## config.mk

```make
export PLATFORM = sky130hd
export DESIGN_NAME = crt_raster_timing
export DESIGN_NICKNAME = d
export VERILOG_FILES = /design/src/design/crt_pkg.sv /design/src/design/crt_cfg_if.sv /design/src/design/crt_raster_timing.sv /design/src/design/crt_axil_regs.sv
export SDC_FILE = /design/constraint.sdc
export NUM_CORES = 1
export LEC_CHECK = 0
export ABC_CLOCK_PERIOD_IN_PS = 7200
export BUFFER_PORTS_ARGS = -buffer_cell sky130_fd_sc_hd__clkbuf_2
export CAP_MARGIN = 20
export CORE_ASPECT_RATIO = 0.8
export CORE_MARGIN = 4
export CORE_UTILIZATION = 60
export CTS_CLUSTER_DIAMETER = 150
export DETAILED_ROUTE_END_ITERATION = 16
export GPL_ROUTABILITY_DRIVEN = 0
export PLACE_DENSITY = 0.85
export SYNTH_ARGS = -nofsm -noshare
export SYNTH_HDL_FRONTEND = slang
export SYNTH_SLANG_ARGS = --single-unit
```

## constraint.sdc

```tcl
create_clock -name mclk -period 7.2 [get_ports mclk]
set_input_delay 1.44 -clock mclk [delete_from_list [all_inputs] [get_ports mclk]]
set_output_delay 1.44 -clock mclk [all_outputs]
set_load 0.05 [all_outputs]
```

## src/design/crt_pkg.sv

```systemverilog
// Summary of operation
// - Two fixed formats drive all timing
// - Refresh address is fourteen bits wide
// - Row address is five bits wide
// - Row plus refresh form one graphics address
// - Addresses keep advancing during retrace
// - Cursor output when cursor equals refresh address
// - Each frame starts at start address
// - Interlace choice fixed within each format
// - Odd field vsync starts mid line
// - All timing from the one character clock
// - Outputs addresses, syncs and display enable
// - Display reset clears counters, shows start address
// - Index register and data register select
// - Write data taken on strobe completion
// - Format select low picks set zero
package crt_pkg;

  // ----------------------------------------
  // Screen format sets
  // ----------------------------------------
  typedef struct packed {
    logic [7:0] h_total;  // Characters per line minus one
    logic [7:0] h_disp;   // Displayed characters per line
    logic [7:0] hs_pos;   // Horizontal sync start
    logic [3:0] hs_width; // Horizontal sync width
    logic [6:0] v_total;  // Character rows per field minus one
    logic [6:0] v_disp;   // Displayed character rows
    logic [6:0] vs_pos;   // Vertical sync row
    logic [3:0] vs_width; // Vertical sync width in scan lines
    logic [4:0] max_scan; // Scan lines per row minus one
    logic interlace;      // Interlaced scanning
  } crt_fmt_t;

  // Set zero: non-interlaced
  localparam crt_fmt_t CRT_FMT0 = '{8'h63, 8'h50, 8'h52, 4'hA,
    7'h19, 7'h18, 7'h18, 4'h3, 5'h09, 1'h0};
  // Set one: interlaced
  localparam crt_fmt_t CRT_FMT1 = '{8'h3F, 8'h28, 8'h30, 4'h6,
    7'h1F, 7'h18, 7'h1B, 4'h3, 5'h07, 1'h1};

  // ----------------------------------------
  // Register map
  // ----------------------------------------
  localparam logic [7:0] CRT_OFF_INDEX = 8'h00;
  localparam logic [7:0] CRT_OFF_DATA = 8'h04;
  localparam logic [7:0] CRT_OFF_STAT = 8'h08;
  localparam logic [4:0] CRT_IDX_START_HI = 5'h0C;
  localparam logic [4:0] CRT_IDX_START_LO = 5'h0D;
  localparam logic [4:0] CRT_IDX_CURS_HI = 5'h0E;
  localparam logic [4:0] CRT_IDX_CURS_LO = 5'h0F;
  localparam logic [4:0] CRT_INDEX_RST = 5'h00;
  localparam logic [13:0] CRT_START_RST = 14'h0000;
  localparam logic [13:0] CRT_CURS_RST = 14'h0000;
  localparam logic [1:0] CRT_RESP_OKAY = 2'h0;
  localparam logic [1:0] CRT_RESP_SLVERR = 2'h2;

endpackage : crt_pkg

```

## src/design/crt_cfg_if.sv

```systemverilog
`timescale 1ns/10ps
// Settings and live state between register file and raster core
interface crt_cfg_if;
  logic [13:0] start_addr;  // Scroll base
  logic [13:0] cursor_addr; // Cursor position
  logic [13:0] st_addr;     // Live refresh address
  logic [4:0] st_row;       // Live row address
  logic st_field;           // Odd field flag
  logic st_hsync;
  logic st_vsync;
  logic st_de;
  logic st_run;             // Display running
  modport regs (output start_addr, cursor_addr,
    input st_addr, st_row, st_field, st_hsync, st_vsync, st_de, st_run);
  modport core (input start_addr, cursor_addr,
    output st_addr, st_row, st_field, st_hsync, st_vsync, st_de, st_run);
endinterface : crt_cfg_if

```

## src/design/crt_raster_timing.sv

```systemverilog
`timescale 1ns/10ps
module crt_raster_timing import crt_pkg::*; (
  // Character clock and reset
  input wire logic mclk,
  input wire logic rst,
  // Pins from the board
  input wire logic display_reset_n,
  input wire logic format_select,
  // AXI4-Lite write address and data
  input wire logic [7:0] s_axil_awaddr,
  input wire logic s_axil_awvalid,
  output logic s_axil_awready,
  input wire logic [31:0] s_axil_wdata,
  input wire logic [3:0] s_axil_wstrb,
  input wire logic s_axil_wvalid,
  output logic s_axil_wready,
  // AXI4-Lite write response
  output logic [1:0] s_axil_bresp,
  output logic s_axil_bvalid,
  input wire logic s_axil_bready,
  // AXI4-Lite read
  input wire logic [7:0] s_axil_araddr,
  input wire logic s_axil_arvalid,
  output logic s_axil_arready,
  output logic [31:0] s_axil_rdata,
  output logic [1:0] s_axil_rresp,
  output logic s_axil_rvalid,
  input wire logic s_axil_rready,
  // Video timing
  output logic [13:0] refresh_addr,
  output logic [4:0] char_row_addr,
  output logic [18:0] graphics_addr,
  output logic hsync_out,
  output logic vsync_out,
  output logic display_active,
  output logic cursor_out
);

  // ----------------------------------------
  // Register file
  // ----------------------------------------
  crt_cfg_if cfg ();

  crt_axil_regs u_regs (
    .mclk(mclk),
    .rst(rst),
    .s_axil_awaddr(s_axil_awaddr),
    .s_axil_awvalid(s_axil_awvalid),
    .s_axil_awready(s_axil_awready),
    .s_axil_wdata(s_axil_wdata),
    .s_axil_wstrb(s_axil_wstrb),
    .s_axil_wvalid(s_axil_wvalid),
    .s_axil_wready(s_axil_wready),
    .s_axil_bresp(s_axil_bresp),
    .s_axil_bvalid(s_axil_bvalid),
    .s_axil_bready(s_axil_bready),
    .s_axil_araddr(s_axil_araddr),
    .s_axil_arvalid(s_axil_arvalid),
    .s_axil_arready(s_axil_arready),
    .s_axil_rdata(s_axil_rdata),
    .s_axil_rresp(s_axil_rresp),
    .s_axil_rvalid(s_axil_rvalid),
    .s_axil_rready(s_axil_rready),
    .cfg(cfg.regs)
  );

  // ----------------------------------------
  // Pin synchronisers
  // ----------------------------------------
  logic run_meta_q;  // First stage, read only by second
  logic run_q;       // Display may run
  logic sel_meta_q;
  logic sel_q;       // Synchronised format choice

  // Two flops per pin; display held stopped while in reset
  always_ff @(posedge mclk) begin
    if (rst) begin
      run_meta_q <= 1'b0;
      run_q <= 1'b0;
      sel_meta_q <= 1'b0;
      sel_q <= 1'b0;
    end else begin
      run_meta_q <= display_reset_n;
      run_q <= run_meta_q;
      sel_meta_q <= format_select;
      sel_q <= sel_meta_q;
    end
  end

  // ----------------------------------------
  // Active format
  // ----------------------------------------
  crt_fmt_t fmt;        // Set chosen by the pin
  logic [7:0] h_half;   // Mid-line point for odd field

  // Low picks set zero, high picks set one
  assign fmt = sel_q ? CRT_FMT1 : CRT_FMT0;
  assign h_half = {1'b0, fmt.h_total[7:1]};

  // ----------------------------------------
  // Raster counters
  // ----------------------------------------
  logic [7:0] hcnt_q;   // Character within line
  logic [4:0] scan_q;   // Scan line within row
  logic [6:0] row_q;    // Character row within field
  logic field_q;        // High in odd field
  logic line_end;
  logic row_end;
  logic frame_end;

  // Greater-or-equal compares keep a format switch from
  // leaving a counter past its new total
  assign line_end = hcnt_q >= fmt.h_total;
  assign row_end = line_end && (scan_q >= fmt.max_scan);
  assign frame_end = row_end && (row_q >= fmt.v_total);

  // Character counter
  always_ff @(posedge mclk) begin
    if (rst || !run_q) begin
      hcnt_q <= 8'h00;
    end else if (line_end) begin
      hcnt_q <= 8'h00;
    end else begin
      hcnt_q <= hcnt_q + 8'h01;
    end
  end

  // Scan line counter, runs through retrace too
  always_ff @(posedge mclk) begin
    if (rst || !run_q) begin
      scan_q <= 5'h00;
    end else if (row_end) begin
      scan_q <= 5'h00;
    end else if (line_end) begin
      scan_q <= scan_q + 5'h01;
    end
  end

  // Row counter and field flag
  always_ff @(posedge mclk) begin
    if (rst || !run_q) begin
      row_q <= 7'h00;
      field_q <= 1'b0;
    end else if (frame_end) begin
      row_q <= 7'h00;
      // Toggle only when scanning interlaced
      field_q <= fmt.interlace && !field_q;
    end else if (row_end) begin
      row_q <= row_q + 7'h01;
    end
  end

  // ----------------------------------------
  // Refresh address generation
  // ----------------------------------------
  logic [13:0] ma_q;         // Current refresh address
  logic [13:0] line_base_q;  // Address of the row's first character

  // Counts every character, including retrace, so that dynamic
  // memory behind the address keeps being refreshed
  always_ff @(posedge mclk) begin
    if (rst) begin
      ma_q <= CRT_START_RST;
      line_base_q <= CRT_START_RST;
    end else if (!run_q || frame_end) begin
      ma_q <= cfg.start_addr;
      line_base_q <= cfg.start_addr;
    end else if (row_end) begin
      ma_q <= line_base_q + {6'h00, fmt.h_disp};
      line_base_q <= line_base_q + {6'h00, fmt.h_disp};
    end else if (line_end) begin
      ma_q <= line_base_q;
    end else begin
      ma_q <= ma_q + 14'h0001;
    end
  end

  // ----------------------------------------
  // Vertical sync
  // ----------------------------------------
  logic [3:0] vs_cnt_q;  // Scan lines of sync left
  logic vs_point;        // Line point where sync may change

  // The odd field moves its sync by half a line, which puts
  // its first line at the top centre
  assign vs_point = hcnt_q == (field_q ? h_half : 8'h00);

  // Sync length counter
  always_ff @(posedge mclk) begin
    if (rst || !run_q) begin
      vs_cnt_q <= 4'h0;
    end else if (vs_point && row_q == fmt.vs_pos && scan_q == 5'h00) begin
      vs_cnt_q <= fmt.vs_width;
    end else if (vs_point && vs_cnt_q != 4'h0) begin
      vs_cnt_q <= vs_cnt_q - 4'h1;
    end
  end

  // ----------------------------------------
  // Output stage
  // ----------------------------------------
  logic [8:0] hs_end;       // Sync end, one bit wider
  logic hsync_d;
  logic de_d;
  logic cursor_d;
  logic [13:0] refresh_q;
  logic [4:0] row_addr_q;
  logic hsync_q;
  logic vsync_q;
  logic de_q;
  logic cursor_q;

  assign hs_end = {1'b0, fmt.hs_pos} + {5'h00, fmt.hs_width};
  assign hsync_d = (hcnt_q >= fmt.hs_pos) && ({1'b0, hcnt_q} < hs_end);
  assign de_d = (hcnt_q < fmt.h_disp) && (row_q < fmt.v_disp);
  assign cursor_d = ma_q == cfg.cursor_addr;

  // All outputs flopped one stage behind the counters
  always_ff @(posedge mclk) begin
    if (rst) begin
      refresh_q <= CRT_START_RST;
      row_addr_q <= 5'h00;
      hsync_q <= 1'b0;
      vsync_q <= 1'b0;
      de_q <= 1'b0;
      cursor_q <= 1'b0;
    end else if (!run_q) begin
      // Stopped: address shows the scroll base, rest low
      refresh_q <= cfg.start_addr;
      row_addr_q <= 5'h00;
      hsync_q <= 1'b0;
      vsync_q <= 1'b0;
      de_q <= 1'b0;
      cursor_q <= 1'b0;
    end else begin
      refresh_q <= ma_q;
      row_addr_q <= scan_q;
      hsync_q <= hsync_d;
      vsync_q <= vs_cnt_q != 4'h0;
      de_q <= de_d;
      cursor_q <= cursor_d;
    end
  end

  assign refresh_addr = refresh_q;
  assign char_row_addr = row_addr_q;
  // Row above refresh gives the wide graphics address
  assign graphics_addr = {row_addr_q, refresh_q};
  assign hsync_out = hsync_q;
  assign vsync_out = vsync_q;
  assign display_active = de_q;
  assign cursor_out = cursor_q;

  // Live state for the status register
  assign cfg.st_addr = refresh_q;
  assign cfg.st_row = row_addr_q;
  assign cfg.st_field = field_q;
  assign cfg.st_hsync = hsync_q;
  assign cfg.st_vsync = vsync_q;
  assign cfg.st_de = de_q;
  assign cfg.st_run = run_q;
endmodule : crt_raster_timing

```

## src/design/crt_axil_regs.sv

```systemverilog
`timescale 1ns/10ps
module crt_axil_regs import crt_pkg::*; (
  // Clock and reset
  input wire logic mclk,
  input wire logic rst,
  // Write address and data
  input wire logic [7:0] s_axil_awaddr,
  input wire logic s_axil_awvalid,
  output logic s_axil_awready,
  input wire logic [31:0] s_axil_wdata,
  input wire logic [3:0] s_axil_wstrb,
  input wire logic s_axil_wvalid,
  output logic s_axil_wready,
  // Write response
  output logic [1:0] s_axil_bresp,
  output logic s_axil_bvalid,
  input wire logic s_axil_bready,
  // Read
  input wire logic [7:0] s_axil_araddr,
  input wire logic s_axil_arvalid,
  output logic s_axil_arready,
  output logic [31:0] s_axil_rdata,
  output logic [1:0] s_axil_rresp,
  output logic s_axil_rvalid,
  input wire logic s_axil_rready,
  // Core side
  crt_cfg_if.regs cfg
);

  logic aw_have_q;        // Address held
  logic [7:0] aw_addr_q;
  logic w_have_q;         // Data held
  logic [7:0] w_byte_q;
  logic w_lane_q;         // Low byte lane enabled
  logic bvalid_q;
  logic [1:0] bresp_q;
  logic rvalid_q;
  logic [31:0] rdata_q;
  logic [1:0] rresp_q;
  logic [4:0] index_q;    // Register index
  logic [13:0] start_q;
  logic [13:0] curs_q;
  logic do_write;
  logic addr_ok;

  // ----------------------------------------
  // Write channels, taken in either order
  // ----------------------------------------
  assign s_axil_awready = !aw_have_q && !bvalid_q;
  assign s_axil_wready = !w_have_q && !bvalid_q;
  assign do_write = aw_have_q && w_have_q && !bvalid_q;
  assign addr_ok = (aw_addr_q == CRT_OFF_INDEX) || (aw_addr_q == CRT_OFF_DATA);

  // Capture address and data, drop both once answered
  always_ff @(posedge mclk) begin
    if (rst) begin
      aw_have_q <= 1'b0;
      w_have_q <= 1'b0;
      aw_addr_q <= 8'h00;
      w_byte_q <= 8'h00;
      w_lane_q <= 1'b0;
    end else if (do_write) begin
      aw_have_q <= 1'b0;
      w_have_q <= 1'b0;
    end else begin
      if (s_axil_awvalid && s_axil_awready) begin
        aw_have_q <= 1'b1;
        aw_addr_q <= s_axil_awaddr;
      end
      if (s_axil_wvalid && s_axil_wready) begin
        w_have_q <= 1'b1;
        w_byte_q <= s_axil_wdata[7:0];
        w_lane_q <= s_axil_wstrb[0];
      end
    end
  end

  // Response follows both halves
  always_ff @(posedge mclk) begin
    if (rst) begin
      bvalid_q <= 1'b0;
      bresp_q <= CRT_RESP_OKAY;
    end else if (do_write) begin
      bvalid_q <= 1'b1;
      bresp_q <= addr_ok ? CRT_RESP_OKAY : CRT_RESP_SLVERR;
    end else if (s_axil_bready) begin
      bvalid_q <= 1'b0;
    end
  end

  // Index and data registers; bytes land when the write completes
  always_ff @(posedge mclk) begin
    if (rst) begin
      index_q <= CRT_INDEX_RST;
      start_q <= CRT_START_RST;
      curs_q <= CRT_CURS_RST;
    end else if (do_write && w_lane_q) begin
      if (aw_addr_q == CRT_OFF_INDEX) begin
        index_q <= w_byte_q[4:0];
      end else if (aw_addr_q == CRT_OFF_DATA) begin
        unique case (index_q)
          CRT_IDX_START_HI: start_q[13:8] <= w_byte_q[5:0];
          CRT_IDX_START_LO: start_q[7:0] <= w_byte_q;
          CRT_IDX_CURS_HI: curs_q[13:8] <= w_byte_q[5:0];
          CRT_IDX_CURS_LO: curs_q[7:0] <= w_byte_q;
          // Format registers are fixed; writes there are dropped
          default: index_q <= index_q;
        endcase
      end
    end
  end

  assign cfg.start_addr = start_q;
  assign cfg.cursor_addr = curs_q;

  // ----------------------------------------
  // Read channel
  // ----------------------------------------
  assign s_axil_arready = !rvalid_q;

  // One read at a time, answered the cycle after the address
  always_ff @(posedge mclk) begin
    if (rst) begin
      rvalid_q <= 1'b0;
      rdata_q <= 32'h00000000;
      rresp_q <= CRT_RESP_OKAY;
    end else if (s_axil_arvalid && s_axil_arready) begin
      rvalid_q <= 1'b1;
      rresp_q <= CRT_RESP_OKAY;
      rdata_q <= 32'h00000000;
      if (s_axil_araddr == CRT_OFF_INDEX) begin
        rdata_q[4:0] <= index_q;
      end else if (s_axil_araddr == CRT_OFF_DATA) begin
        if (index_q == CRT_IDX_START_HI) rdata_q[5:0] <= start_q[13:8];
        else if (index_q == CRT_IDX_START_LO) rdata_q[7:0] <= start_q[7:0];
        else if (index_q == CRT_IDX_CURS_HI) rdata_q[5:0] <= curs_q[13:8];
        else if (index_q == CRT_IDX_CURS_LO) rdata_q[7:0] <= curs_q[7:0];
      end else if (s_axil_araddr == CRT_OFF_STAT) begin
        // Live raster state snapshot
        rdata_q <= {7'h00, cfg.st_run, cfg.st_field, cfg.st_de, cfg.st_vsync,
          cfg.st_hsync, 1'b0, cfg.st_row, cfg.st_addr};
      end else begin
        rresp_q <= CRT_RESP_SLVERR;
      end
    end else if (s_axil_rready) begin
      rvalid_q <= 1'b0;
    end
  end

  assign s_axil_bvalid = bvalid_q;
  assign s_axil_bresp = bresp_q;
  assign s_axil_rvalid = rvalid_q;
  assign s_axil_rdata = rdata_q;
  assign s_axil_rresp = rresp_q;
endmodule : crt_axil_regs

```

==> reports/qor_table.md <==
| Stage | Metric | Reported |
| --- | --- | --- |
| clock tree | CTS tree | built |
| layout | Fraction of final layout cells with drive strength greater than 1 | 16.2% |
| timing | RSZ-0062 raised after global routing | no |
| layout | Most common cell after layout, fill and taps aside | sky130_fd_sc_hd__dfxtp_1 |
| clock tree | Clock latency on the worst-skew pair | 0.43 ns |
| worst setup path | Reg2Reg Launch Point | sel_q |
| timing | Share of the clock period used by the worst path after layout | 54.0% |
| grt | Maximum number of pins on one net before global-route repair | 102 |
| clock tree | Sinks on Clock Net | 160 |
| grt | Global-route wire length before repair | 30.4 mm |
| synth | EDFF count, synth | 0 |
| drt | Via count normalized by instance count | 5.79 |
| timing | Hold WS | 0.441 ns |
| drt | Met1 routed wirelength after detailed routing | 8.32 mm |
| worst setup path | Length in cells of the worst reg-to-reg path | 8 |
| worst setup path | Crit path to | line_base_q[4] |
| clock tree | Count of buffers added by post-CTS timing repair for setup | 0 |
| layout | Syn-to-layout area delta | 13.2% |
| synth | Post-synthesis instance area | 7710 um^2 |
| clock tree | CTS Hold Bufs | 0 |
| layout | Multi-input gate area in the final layout | 4070 um^2 |
| worst setup path | Crit start category | register |
| layout | Antenna diode instance count | 0 |
| drt | Highest layer used for signal routing | met4 |
| worst setup path | Type of the worst setup path | register to register |
| worst setup path | Reg-to-reg endpoint | line_base_q[4] |
| timing | Slew Limit Headroom | 24.7% |
| timing | Number of failing hold endpoints at the final stage | 0 |
| worst setup path | Maximum net fanout on the critical path | 19 |
| drt | Total number of vias | 6625 |
| drt | # DRC | 0 |
| grt | Grt ovf | 0 |
| worst setup path | Setup slack of the most critical reg-to-reg path | 3.31 ns |
| floorplanning | FP Rows | 36 |
| layout | Filler Cell Count | 940 |
| drt | Average wire per standard cell | 16.3 um |
| synth | Post-synthesis register bit count | 160 |
| clock tree | Clock Tree Buf Depth | 2 |
| worst hold path | Hold WC Path Type | register to register |
| grt | Vias in the first global route | 6002 |
| floorplanning | Die width | 135 um |
| synth | Synthesized instance count | 893 |
| drt | Initial DRC Count | 647 |
| drt | Routed length on met2 | 8.37 mm |
| timing | Setup violators final | 0 |
| clock tree | Level count of the clock H-tree | 4 |
| drt | WL final | 18.7 mm |
| floorplanning | Area of the placeable core | 12400 um^2 |
| clock tree | CTS Buf Count | 17 |
| layout | Most frequent cells in the layout | sky130_fd_sc_hd__dfxtp_1 (160), sky130_fd_sc_hd__nor2_1 (128), sky130_fd_sc_hd__nand2_1 (105), sky130_fd_sc_hd__clkbuf_2 (105), sky130_fd_sc_hd__a21oi_1 (65) |
| drt | Final antenna-violating net count | 0 |
| worst setup path | Required @ worst endpoint | 7.52 ns |
| run status | Outcome | finished clean |
| worst setup path | Data arrival time of the critical path | 4.21 ns |
| worst setup path | CP endpoint kind | register |
| timing | Min setup slack post-route | 3.31 ns |
| clock tree | Reg clk slew, reported paths | 0.06 ns |
| place | Port bufs | 106 |
| place | Pre-CTS setup slack | 3.51 ns |
| job | Number of maximum-capacitance constraint violations | 0 |
| synth | Sequential fraction of the synthesis area | 41.6% |
| synth | Mean instance size in the synthesized netlist | 8.63 um^2 |
| timing | Maximum frequency from static timing analysis | 257 MHz |
| power | Power Dens Cells | 225 nW/um^2 |
| timing | Slew at the pin with the worst max-slew slack | 1.13 ns |
| layout | Storage cell area | 3200 um^2 |
| clock tree | Root Buffer Master | sky130_fd_sc_hd__clkbuf_16 |
| synth | Share of synthesized registers carrying an async set or reset | 0% |
| layout | Total number of nets in the final design | 1047 |
| synth | Yosys warnings | 0 |
| timing | Worst Clk Skew | 0.00849 ns |
| worst setup path | Crit. Startpoint | sel_q |
| timing | Post-layout minimum cycle time | 3.89 ns |
| synth | Top_reg_cell synth | sky130_fd_sc_hd__dfxtp_1 |
| grt | Number of antenna violations at the first check in global routing | 0 |
| timing | Final Max Slew Viols | 0 |
| grt | GRT Resource Usage Total | 25.9% |
| clock tree | Resized Gates After CTS | 0 |
| floorplanning | Die area | 14700 um^2 |
| drt | Detailed Routing Iterations Pass 1 | 6 |
| place | DP HPWL | 13.0 mm |
| floorplanning | # IOs | 144 |
| drt | Total met3 wirelength after detailed routing | 1.71 mm |
| floorplanning | Initial cell density of the core | 62.2% |
| floorplanning | Height of the die | 109 um |
| power | Worst supply voltage drop on vdd | 168 uV |
| synth | Number of different library cells in the post-synthesis netlist | 64 |
| timing | Total Negative Setup Slacks | 0 ns |
| power | LEAKAGE | 0.00335 uW |
[worst min-delay path by stage]
stage	cells after the start	from	end
4_1_cts	1	sel_meta_q	sel_q
6_report	1	run_meta_q	cfg.st_run
5_1_grt	2	u_regs.s_axil_rdata[1]	u_regs.s_axil_rdata[1]
3_5_place_dp	1	sel_meta_q	sel_q
3_3_place_gp	1	run_meta_q	cfg.st_run
2_1_floorplan	1	run_meta_q	cfg.st_run
[layer usage]
metal  vias to the layer above  GRT usage, %
met5                         -             0
met1                      3083          35.2
met3                        28          5.63
met4                         0          8.87
met2                       297          41.3
li1                       3217             -
[state kept, by name (all words and copies together), names as in the netlist, 4 cells and up]
register / flops
u_regs.aw_addr_q: 8
char_row_addr: 5
vs_cnt_q: 4
line_base_q: 14
u_regs.w_byte_q: 8
scan_q: 5
hcnt_q: 8
u_regs.cfg.start_addr: 14
refresh_addr: 14
row_q: 7
u_regs.s_axil_rdata: 24
u_regs.index_q: 5
ma_q: 14
u_regs.cfg.cursor_addr: 14
[kinds of logic after synthesis]
kind of cell | share of synthesized area (%)
DFF | 41.6
muxes | 7.48
adders and majority gates | 4.32
and+or+nand+nor | 20.5
AOI/OAI and AO/OA | 14.0
other | 0.0487
xor gates and xnor gates | 6.02
buffers and inverters | 6.07
[power breakdown]
part	leakage [uW]	internal [uW]	switching (uW)
logic	0.00175	32.6	81.7
clock network	0.000297	542	394
registers	0.00129	897	14.2
total	0.00335	1470	490
[synthesized netlist by cell type, types with 19 or more instances]
cell type / n / area (um^2)
sky130_fd_sc_hd__o21ai_0: 24 / 120
sky130_fd_sc_hd__inv_1: 19 / 71.3
sky130_fd_sc_hd__a21oi_1: 65 / 325
sky130_fd_sc_hd__mux2i_1: 52 / 521
sky130_fd_sc_hd__dfxtp_1: 160 / 3200
sky130_fd_sc_hd__clkbuf_1: 29 / 109
sky130_fd_sc_hd__a22oi_1: 20 / 150
sky130_fd_sc_hd__nand2_1: 105 / 394
sky130_fd_sc_hd__xnor2_1: 39 / 342
sky130_fd_sc_hd__ha_1: 25 / 313
sky130_fd_sc_hd__buf_4: 29 / 218
sky130_fd_sc_hd__nor2_1: 128 / 480
[stage by stage]
stage	total power (uW)	utilization [%]	instance area, um^2	cells
6_report	1960	70.5	8730	1144
5_1_grt	2020	70.5	8730	1144
4_1_cts	1970	70.4	8720	1143
3_5_place_dp	1040	65.4	8110	1111
3_3_place_gp	1040	65.4	8110	1111
2_1_floorplan	1020	-	7740	902
[worst max-delay path, stage by stage (launching register included)]
cell	delay, ns
sky130_fd_sc_hd__dfxtp_1	0.67
sky130_fd_sc_hd__inv_1	0.44
sky130_fd_sc_hd__ha_1	0.43
sky130_fd_sc_hd__o21ai_0	0.16
sky130_fd_sc_hd__o21ai_4	0.30
sky130_fd_sc_hd__nand3_1	0.43
sky130_fd_sc_hd__o21ai_2	0.81
sky130_fd_sc_hd__nand2_1	0.19
sky130_fd_sc_hd__a311oi_1	0.34
[final cells by class]
| class | count | area share (%) |
|---|---|---|
| Tap cell | 171 | 2.45 |
| Sequential cell | 160 | 36.7 |
| Inverter | 19 | 0.817 |
| Timing Repair Buffer | 109 | 6.36 |
| Clock inverter | 13 | 1.85 |
| Multi-Input combinational cell | 653 | 46.6 |
| Clock buffer | 19 | 5.19 |
Note: power is estimated with default switching activity, not from simulation.
